$ cat src/rtl/scrx_map.vh
`ifndef SCRX_MAP_VH
`define SCRX_MAP_VH
// =====================================================================
// Register byte offsets.
`define SCRX_OFF_CTRL 12'h000
`define SCRX_OFF_DIV 12'h004
`define SCRX_OFF_STATUS 12'h008
`define SCRX_OFF_MASK 12'h00C
`define SCRX_OFF_DATA 12'h010
`define SCRX_OFF_LEVEL 12'h014
// =====================================================================
// Control register fields.
`define SCRX_CTRL_RX_EN 0
`define SCRX_CTRL_LOOP 1
`define SCRX_CTRL_ECHO 2
`define SCRX_CTRL_PLL_EN 3
`define SCRX_CTRL_PLL_FM 4
`define SCRX_CTRL_RX_NRZI 5
`define SCRX_CTRL_HUNT 6
`define SCRX_CTRL_SRST 7
`define SCRX_CTRL_RESET 8'h00
// =====================================================================
// Status and mask bits.
`define SCRX_ST_AVAIL 0
`define SCRX_ST_OVERRUN 1
`define SCRX_ST_FRAMING 2
`define SCRX_ST_ZERO 3
// =====================================================================
// Sampling constants.
`define SCRX_OVERSAMPLE 16
`define SCRX_SAMPLE_POINT 8
`define SCRX_FIFO_DEPTH 3
`define SCRX_DIV_RESET 16'h0000
`endif

$ cat src/rtl/scrx_channel.v
// The implementer's own choices: register access over APB and the register addresses.
`timescale 1ns/100ps
`include "scrx_map.vh"
// Function
// RULE_01: In 16x async mode sample each bit on count eight of sixteen.
// RULE_02: Three byte receive FIFO always on; character past full shift register overruns.
// RULE_03: Reading empty FIFO returns the last held character again.
// RULE_04: While locked by error, keep assembling characters until overrun.
// RULE_05: Hunt mode keeps FIFO contents until read or channel reset.
// RULE_06: With loopback and echo both on, echo wins the pin connection.
// RULE_07: During echo the transmitter never reaches the transmit pin.
// RULE_08: Recovered clock identical for NRZ and NRZI receive coding.
// RULE_09: Without the loop, the far end supplies a correctly phased clock.
// RULE_10: Loop tracks rate deviation up to one thirty-second.
// RULE_11: Loop samples at sixteen or thirty-two times bit rate per coding.
// RULE_12: Manchester decodes with loop in FM and receiver set to NRZ.
// RULE_13: Baud divider loads time constant only after software reset or zero.
// RULE_14: NRZ works with loop set NRZI and receiver set NRZ.
// RULE_15: FM loop limit is one sixteenth of peripheral clock.
// RULE_16: NRZ/NRZI loop limit is one thirty-second of peripheral clock.
// RULE_17: Peripheral clock runs all logic, resets and the baud divider.
// RULE_18: Overrun sets readable status flag that can raise an interrupt.
module scrx_channel #(
  parameter DIV_W = 16
) (
  // Clock and reset.
  input wire pclk,
  input wire presetn,
  // APB slave.
  input wire psel,
  input wire penable,
  input wire pwrite,
  input wire [11:0] paddr,
  input wire [31:0] pwdata,
  output reg [31:0] prdata,
  output reg pready,
  output reg pslverr,
  // Serial pins.
  input wire rxd,
  input wire tx_data,
  output reg txd,
  // Interrupt.
  output reg irq
);

  // =====================================================================
  // Registers.
  reg [7:0] ctrl_reg;
  reg [DIV_W-1:0] tc_reg;
  reg [DIV_W-1:0] div_cnt_reg;
  reg [3:0] status_reg;
  reg [3:0] mask_reg;
  reg [7:0] fifo_mem [0:`SCRX_FIFO_DEPTH-1];
  reg [1:0] rd_ptr_reg;
  reg [1:0] wr_ptr_reg;
  reg [1:0] level_reg;
  reg [7:0] last_reg;
  reg [7:0] shift_reg;
  reg [3:0] bit_cnt_reg;
  reg [4:0] phase_reg;
  reg busy_reg;
  reg rx_prev_reg;
  reg pend_reg;
  reg [7:0] pend_data_reg;
  reg nrzi_prev_reg;
  reg fm_first_reg;

  wire wr_en = psel & penable & pwrite & pready;
  wire rd_en = psel & penable & ~pwrite & pready;
  wire srst = wr_en && paddr == `SCRX_OFF_CTRL && pwdata[`SCRX_CTRL_SRST];
  wire pll_en = ctrl_reg[`SCRX_CTRL_PLL_EN];
  wire pll_fm = ctrl_reg[`SCRX_CTRL_PLL_FM];
  wire echo = ctrl_reg[`SCRX_CTRL_ECHO];
  wire loop = ctrl_reg[`SCRX_CTRL_LOOP];

  // =====================================================================
  // Baud divider: one tick per sample clock.
  wire div_zero = div_cnt_reg == {DIV_W{1'b0}};
  always @(posedge pclk or negedge presetn) begin
    if (!presetn) begin
      div_cnt_reg <= `SCRX_DIV_RESET;
    end else if (srst || div_zero) begin
      div_cnt_reg <= tc_reg; // [RULE_13] [RULE_17]
    end else begin
      div_cnt_reg <= div_cnt_reg - 1'b1;
    end
  end
  wire tick = div_zero;

  // =====================================================================
  // Serial input select; echo has priority over loopback.
  wire rx_in = echo ? rxd : (loop ? tx_data : rxd); // [RULE_06]

  always @(posedge pclk or negedge presetn) begin
    if (!presetn) begin
      txd <= 1'b1;
    end else if (echo) begin
      txd <= rxd; // [RULE_06] [RULE_07]
    end else if (loop) begin
      txd <= 1'b1;
    end else begin
      txd <= tx_data;
    end
  end

  // =====================================================================
  // Bit cell timing. Loop mode uses 16 ticks per cell for FM and 32 for
  // NRZ/NRZI, and re-centres on each line edge except one at the sample point; async uses 16x.
  wire [4:0] cell_len = (pll_en && !pll_fm) ? 5'd31 : 5'd15; // [RULE_11] [RULE_15] [RULE_16]
  wire [4:0] mid = (pll_en && !pll_fm) ? 5'd16 : 5'd8; // [RULE_01]
  wire edge_seen = rx_in != rx_prev_reg;
  wire sample = tick && busy_reg && phase_reg == mid - 5'd1;
  // Data decode: the loop clock is the same for NRZ and NRZI; only the
  // receiver coding changes the data. FM mode decodes Manchester by level.
  wire dec_bit = ctrl_reg[`SCRX_CTRL_RX_NRZI] ? ~(rx_in ^ nrzi_prev_reg) : rx_in; // [RULE_08] [RULE_14] [RULE_12]
  wire fifo_full = level_reg == 2'd3;
  wire char_done = sample && bit_cnt_reg == 4'd8;

  always @(posedge pclk or negedge presetn) begin
    if (!presetn) begin
      phase_reg <= 5'd0;
      busy_reg <= 1'b0;
      rx_prev_reg <= 1'b1;
      bit_cnt_reg <= 4'd0;
      shift_reg <= 8'h00;
      nrzi_prev_reg <= 1'b1;
      fm_first_reg <= 1'b0;
    end else if (srst || !ctrl_reg[`SCRX_CTRL_RX_EN]) begin
      busy_reg <= 1'b0;
      bit_cnt_reg <= 4'd0;
      phase_reg <= 5'd0;
      rx_prev_reg <= rx_in;
    end else if (tick) begin
      rx_prev_reg <= rx_in;
      fm_first_reg <= 1'b0;
      if (!busy_reg) begin
        if (!rx_in) begin
          busy_reg <= 1'b1;
          phase_reg <= 5'd1;
          bit_cnt_reg <= 4'd0;
        end
      end else begin
        if (pll_en && edge_seen && phase_reg != mid - 5'd1) begin
          phase_reg <= 5'd1; // [RULE_10]
        end else if (phase_reg == cell_len) begin
          phase_reg <= 5'd0;
        end else begin
          phase_reg <= phase_reg + 5'd1;
        end
        if (sample) begin
          nrzi_prev_reg <= rx_in;
          if (bit_cnt_reg == 4'd0) begin
            busy_reg <= ~rx_in;
            bit_cnt_reg <= rx_in ? 4'd0 : 4'd1;
          end else if (bit_cnt_reg == 4'd9) begin
            busy_reg <= 1'b0;
            bit_cnt_reg <= 4'd0;
          end else begin
            shift_reg <= {dec_bit, shift_reg[7:1]};
            bit_cnt_reg <= bit_cnt_reg + 4'd1;
          end
        end
      end
    end
  end

  // =====================================================================
  // Receive FIFO with holding shift register; hunt never flushes it.
  wire stop_sample = sample && bit_cnt_reg == 4'd9;
  wire new_char = stop_sample; // [RULE_04]
  wire pop = rd_en && paddr == `SCRX_OFF_DATA && level_reg != 2'd0;
  wire push = pend_reg && (!fifo_full || pop);
  wire overrun = new_char && pend_reg && fifo_full && !pop; // [RULE_02]

  always @(posedge pclk or negedge presetn) begin
    if (!presetn) begin
      rd_ptr_reg <= 2'd0;
      wr_ptr_reg <= 2'd0;
      level_reg <= 2'd0;
      pend_reg <= 1'b0;
      pend_data_reg <= 8'h00;
      last_reg <= 8'h00;
    end else if (srst) begin
      rd_ptr_reg <= 2'd0; // [RULE_05]
      wr_ptr_reg <= 2'd0;
      level_reg <= 2'd0;
      pend_reg <= 1'b0;
    end else begin
      if (push) begin
        fifo_mem[wr_ptr_reg] <= pend_data_reg;
        wr_ptr_reg <= (wr_ptr_reg == 2'd2) ? 2'd0 : wr_ptr_reg + 2'd1;
      end
      if (pop) begin
        last_reg <= fifo_mem[rd_ptr_reg]; // [RULE_03]
        rd_ptr_reg <= (rd_ptr_reg == 2'd2) ? 2'd0 : rd_ptr_reg + 2'd1;
      end
      if (push && !pop) begin
        level_reg <= level_reg + 2'd1;
      end else if (pop && !push) begin
        level_reg <= level_reg - 2'd1;
      end
      if (new_char) begin
        pend_reg <= 1'b1;
        pend_data_reg <= shift_reg;
      end else if (push) begin
        pend_reg <= 1'b0;
      end
    end
  end

  // =====================================================================
  // Sticky status; set wins over write-one-to-clear.
  wire [3:0] ev;
  assign ev[`SCRX_ST_AVAIL] = push;
  assign ev[`SCRX_ST_OVERRUN] = overrun; // [RULE_18]
  assign ev[`SCRX_ST_FRAMING] = stop_sample && !rx_in;
  assign ev[`SCRX_ST_ZERO] = div_zero;
  wire [3:0] w1c = (wr_en && paddr == `SCRX_OFF_STATUS) ? pwdata[3:0] : 4'h0;

  always @(posedge pclk or negedge presetn) begin
    if (!presetn) begin
      status_reg <= 4'h0;
      mask_reg <= 4'h0;
      ctrl_reg <= `SCRX_CTRL_RESET;
      tc_reg <= `SCRX_DIV_RESET;
      irq <= 1'b0;
    end else begin
      status_reg <= (status_reg & ~w1c) | ev; // [RULE_18]
      irq <= |(((status_reg & ~w1c) | ev) & mask_reg);
      if (wr_en && paddr == `SCRX_OFF_CTRL) begin
        ctrl_reg <= {1'b0, pwdata[6:0]};
      end
      if (wr_en && paddr == `SCRX_OFF_DIV) begin
        tc_reg <= pwdata[DIV_W-1:0];
      end
      if (wr_en && paddr == `SCRX_OFF_MASK) begin
        mask_reg <= pwdata[3:0];
      end
    end
  end

  // =====================================================================
  // APB read path, no wait states.
  reg [31:0] rdata_next;
  always @* begin
    rdata_next = 32'h0000_0000;
    case (paddr)
      `SCRX_OFF_CTRL: rdata_next = {24'h00_0000, ctrl_reg};
      `SCRX_OFF_DIV: rdata_next = {{(32-DIV_W){1'b0}}, tc_reg};
      `SCRX_OFF_STATUS: rdata_next = {28'h000_0000, status_reg};
      `SCRX_OFF_MASK: rdata_next = {28'h000_0000, mask_reg};
      `SCRX_OFF_DATA: rdata_next = {24'h00_0000, (level_reg != 2'd0) ? fifo_mem[rd_ptr_reg] : last_reg};
      `SCRX_OFF_LEVEL: rdata_next = {29'h0000_0000, pend_reg, level_reg};
      default: rdata_next = 32'h0000_0000;
    endcase
  end

  wire mapped = paddr == `SCRX_OFF_CTRL || paddr == `SCRX_OFF_DIV || paddr == `SCRX_OFF_STATUS ||
                paddr == `SCRX_OFF_MASK || paddr == `SCRX_OFF_DATA || paddr == `SCRX_OFF_LEVEL;

  always @(posedge pclk or negedge presetn) begin
    if (!presetn) begin
      pready <= 1'b0;
      pslverr <= 1'b0;
      prdata <= 32'h0000_0000;
    end else if (psel && !penable) begin
      pready <= 1'b1;
      pslverr <= ~mapped;
      prdata <= rdata_next;
    end else begin
      pready <= 1'b0;
      pslverr <= 1'b0;
    end
  end

endmodule

$ cat config.mk
export PLATFORM = sky130hd
export DESIGN_NAME = scrx_channel
export DESIGN_NICKNAME = d
export VERILOG_FILES = /design/src/rtl/scrx_channel.v
export VERILOG_INCLUDE_DIRS = /design/src /design/src/rtl
export SDC_FILE = /design/constraint.sdc
export NUM_CORES = 1
export LEC_CHECK = 0
export BUFFER_PORTS_ARGS = -buffer_cell sky130_fd_sc_hd__buf_4
export CELL_PAD_IN_SITES_DETAIL_PLACEMENT = 2
export CELL_PAD_IN_SITES_GLOBAL_PLACEMENT = 2
export CORE_ASPECT_RATIO = 0.8
export CORE_UTILIZATION = 34
export CTS_CLUSTER_DIAMETER = 50
export DETAILED_ROUTE_END_ITERATION = 12
export PLACE_DENSITY = 0.74
export SETUP_SLACK_MARGIN = 0.15
export SLEW_MARGIN = 5
export SYNTH_ARGS = -nofsm -noshare
export SYNTH_HDL_FRONTEND = slang
export SYNTH_SLANG_ARGS = --single-unit
$ cat constraint.sdc
create_clock -name pclk -period 2.7 [get_ports pclk]
set_input_delay 0.54 -clock pclk [delete_from_list [all_inputs] [get_ports pclk]]
set_output_delay 0.54 -clock pclk [all_outputs]
set_load 0.02 [all_outputs]
==> run metrics <==
Filler Cell Count=around 1900; post-synthesis cell count=just under 600; share of flip-flops with an asynchronous set or reset=82.09%; Setup crit start kind=input pin; CP Class=in -> reg; Synth Register Bits=approximately 130; Slew @ Worst Pin=0.6246 ns; Most Crowded Layer GR=met2; die height=between 100 and 150 um; Max transition margin=between 50% and 60%; CORE AREA=18170 um2; Crit path arrival time=roughly 2.8 ns; worst min-delay path class=in -> async; first-pass GRT wire length=between 30 and 40 mm; Synth top area share=42.44%; Synth area leaders=dfrtp_1 42%, edfxtp_1 11%, mux2_2 8.2%; Register-to-Register Path Depth=8; starting density of the core=34.73%; worst vdd ir=approximately 0.00031 V; dpl ws=-0.2382 ns; CP most frequent cell=or4_4; standard-cell rows=between 40 and 50; status=completed; vias in the first global route=5342; final setup fails=0; clock sinks=134; Worst R2R Start=level_reg[0]$_DFFE_PN0P_; Root Buffer=clkbuf_16; Final WS setup=around 0.16 ns; clock buffer depth=2; DR vias/cell=5.426; Vias=4878; mapped cell area=6310 um2; DP HPWL=~14 mm; Synth area leader=dfrtp_1; Crit Path Max Fanout=3; Routed WL=approximately 20 mm; flop-to-flop setup slack=0.28 ns; DRT Pass-1 Iters=6; number of flip-flops in the largest register=24; power per cell area=between 500 and 600 nW/um2; met1 Use GR=between 30% and 40%; final hold violation count=0; Final min period=about 2.5 ns; Synth-to-Final Area Change=23.50%; met2 usage=a little over a third; IO Port Bufs=54; CTS buffer count=17; Main synth FF type=dfrtp_1; Final ANT Viol Nets=0; fin nets=a little over 700; met3 GRT Util=between 4 and 5%; syn avg cell area=10.86 um2; Ys Warns=0; IO Count=87; grt total ovfl=0; Worst EP required=around 3 ns; H-tree Lvls=4; CTS tree=done; fraction of layout cells with a size suffix above 1=between 20% and 30%; Die Area=~19000 um2; Leak=around 0.0034 uW; top cells by count, synth=107 x dfrtp_1, 69 x nand2_1, 52 x o21ai_0; Clk pin slew, worst setup/hold paths=approximately 0.060 ns; Slowest-stage cell, CP=or4_4; max_cap viols=0; count leader, synth=dfrtp_1; CP endpoint kind=register; fin crit share=93.94%; hold buffer count at CTS=0; Max Slew Vio Count=0; crit-path cells=buf_4 -> or4_4 -> or4_4 -> or3_1 -> o21ai_0 -> a21boi_0 -> a211o_1; sequential area share after synthesis=between 50% and 60%; Netlist cell types=55; Storage cell area=approximately 3500 um2; Top reg by flops=fifo_mem; DRC violations left=0; unrepaired setup endpoints after global routing=yes; initial antenna violation count=0; Die Width=154.3 um; GPL Wtd Cong=0.8357; clk_skew=around 0.0086 ns; setup TNS=0 ns; Clock Latency Late Sink=roughly 0.43 ns; ANT cells=0; largest net degree at the start of global routing=111; drt wl/cell=around 22 um; reg2reg end=fifo_mem[2][6]$_DFFE_PP_; initial drt markers=231; Final Util=about 43%; FMAX=about 390 MHz; multi-input logic area=between 2000 and 3000 um2; Largest stage delay, worst path=around 0.56 ns; gr usage total=22.60%; EDFF count, synth=24; Hold WS=approximately 0.24 ns
==> critical path, delay by kind of cell <==
family | cells | cell delay (ns)
AOI/OAI and AO/OA | 3 | 0.66
and+or+nand+nor | 3 | 1.53
buffers and inverters | 1 | 0.11
==> final cells by class <==
class / count / share of cell area, %
timing repair buffer: 82 / 8.863
tap: 230 / 3.693
inverter: 17 / 0.8189
multi-input combinational: 404 / 34.43
sequential: 134 / 44.65
clock inverter: 14 / 2.039
clock buffer: 18 / 5.507
==> repair_timing <==
action                                  in CTS  in global routing
endpoints found under the setup margin       8                 22
endpoints found under the hold margin        0                  0
pin swaps                                    0                  0
setup buffers                                0                  0
resized for setup                            2                  3
==> cell families after synthesis <==
group / after synthesis / share of synthesized area (%)
AND/OR/NAND/NOR: 188 / 14.99
XOR/XNOR: 17 / 2.360
adder cells (fa/ha/maj): 6 / 1.190
flip-flops: 134 / 55.11
AO/OA/AOI/OAI: 117 / 11.34
other: 1 / 0.05943
buffers and inverters: 58 / 4.521
multiplexers: 60 / 10.43
==> worst max-delay path by stage <==
stage              start                       end  slack (ns)  cells after the start
3_3_place_gp   paddr[11]             irq$_DFF_PN0_       -0.16                      7
2_1_floorplan   paddr[2]  fifo_mem[2][0]$_DFFE_PP_        0.05                      8
5_1_grt        paddr[11]             irq$_DFF_PN0_         0.1                      7
3_5_place_dp   paddr[11]             irq$_DFF_PN0_       -0.24                      7
4_1_cts        paddr[11]             irq$_DFF_PN0_        0.19                      7
6_report       paddr[11]             irq$_DFF_PN0_        0.16                      7
==> power breakdown <==
part           switching [uW]  total (uW)  leakage, uW  internal (uW)
sequential               16.0        2090      0.00164           2070
combinational             129         200      0.00146           71.1
clock                     901        2340     0.000283           1440
==> layout by cell type, fill, tap and decap left out, types with 4 or more instances in the layout <==
cell type  instances
dfrtp_1          105
buf_4             76
nand2_1           68
o21ai_0           51
mux2_2            46
nor2_1            28
edfxtp_1          24
nand3_1           23
a21oi_1           23
clkbuf_16         17
inv_1             16
conb_1            16
mux2i_1           14
xnor2_1           11
and4_1             7
and3_1             7
a222oi_1           7
nand2b_1           6
nor3_1             6
xor2_1             6
ha_1               6
buf_12             6
nor4_1             5
nand3b_1           5
o31ai_1            5
clkinv_2           5
nor2b_1            4
or3_1              4
and2_1             4
nand4_1            4
a31oi_1            4
a22oi_1            4
==> routing by layer <==
| layer | part of all wire [%] | vias to the layer above | routed length (um) |
|---|---|---|---|
| li1 | - | 2215 | - |
| met1 | 47 | 2518 | 9360 |
| met2 | 47 | 122 | 9390 |
| met3 | 4.8 | 23 | 960 |
| met4 | 1.5 | 0 | 301 |
| met5 | 0 | - | 0 |
==> through the flow <==
step                      cells  area [um2]  power (uW)
after floorplan             596        6462        2221
after detailed placement    867        7191        2328
after CTS                   899        7781        4679
after global placement      867        7191        2315
final                       899        7792        4630
after global routing        899        7792        4784
Note: power is estimated with default switching activity, not from simulation.
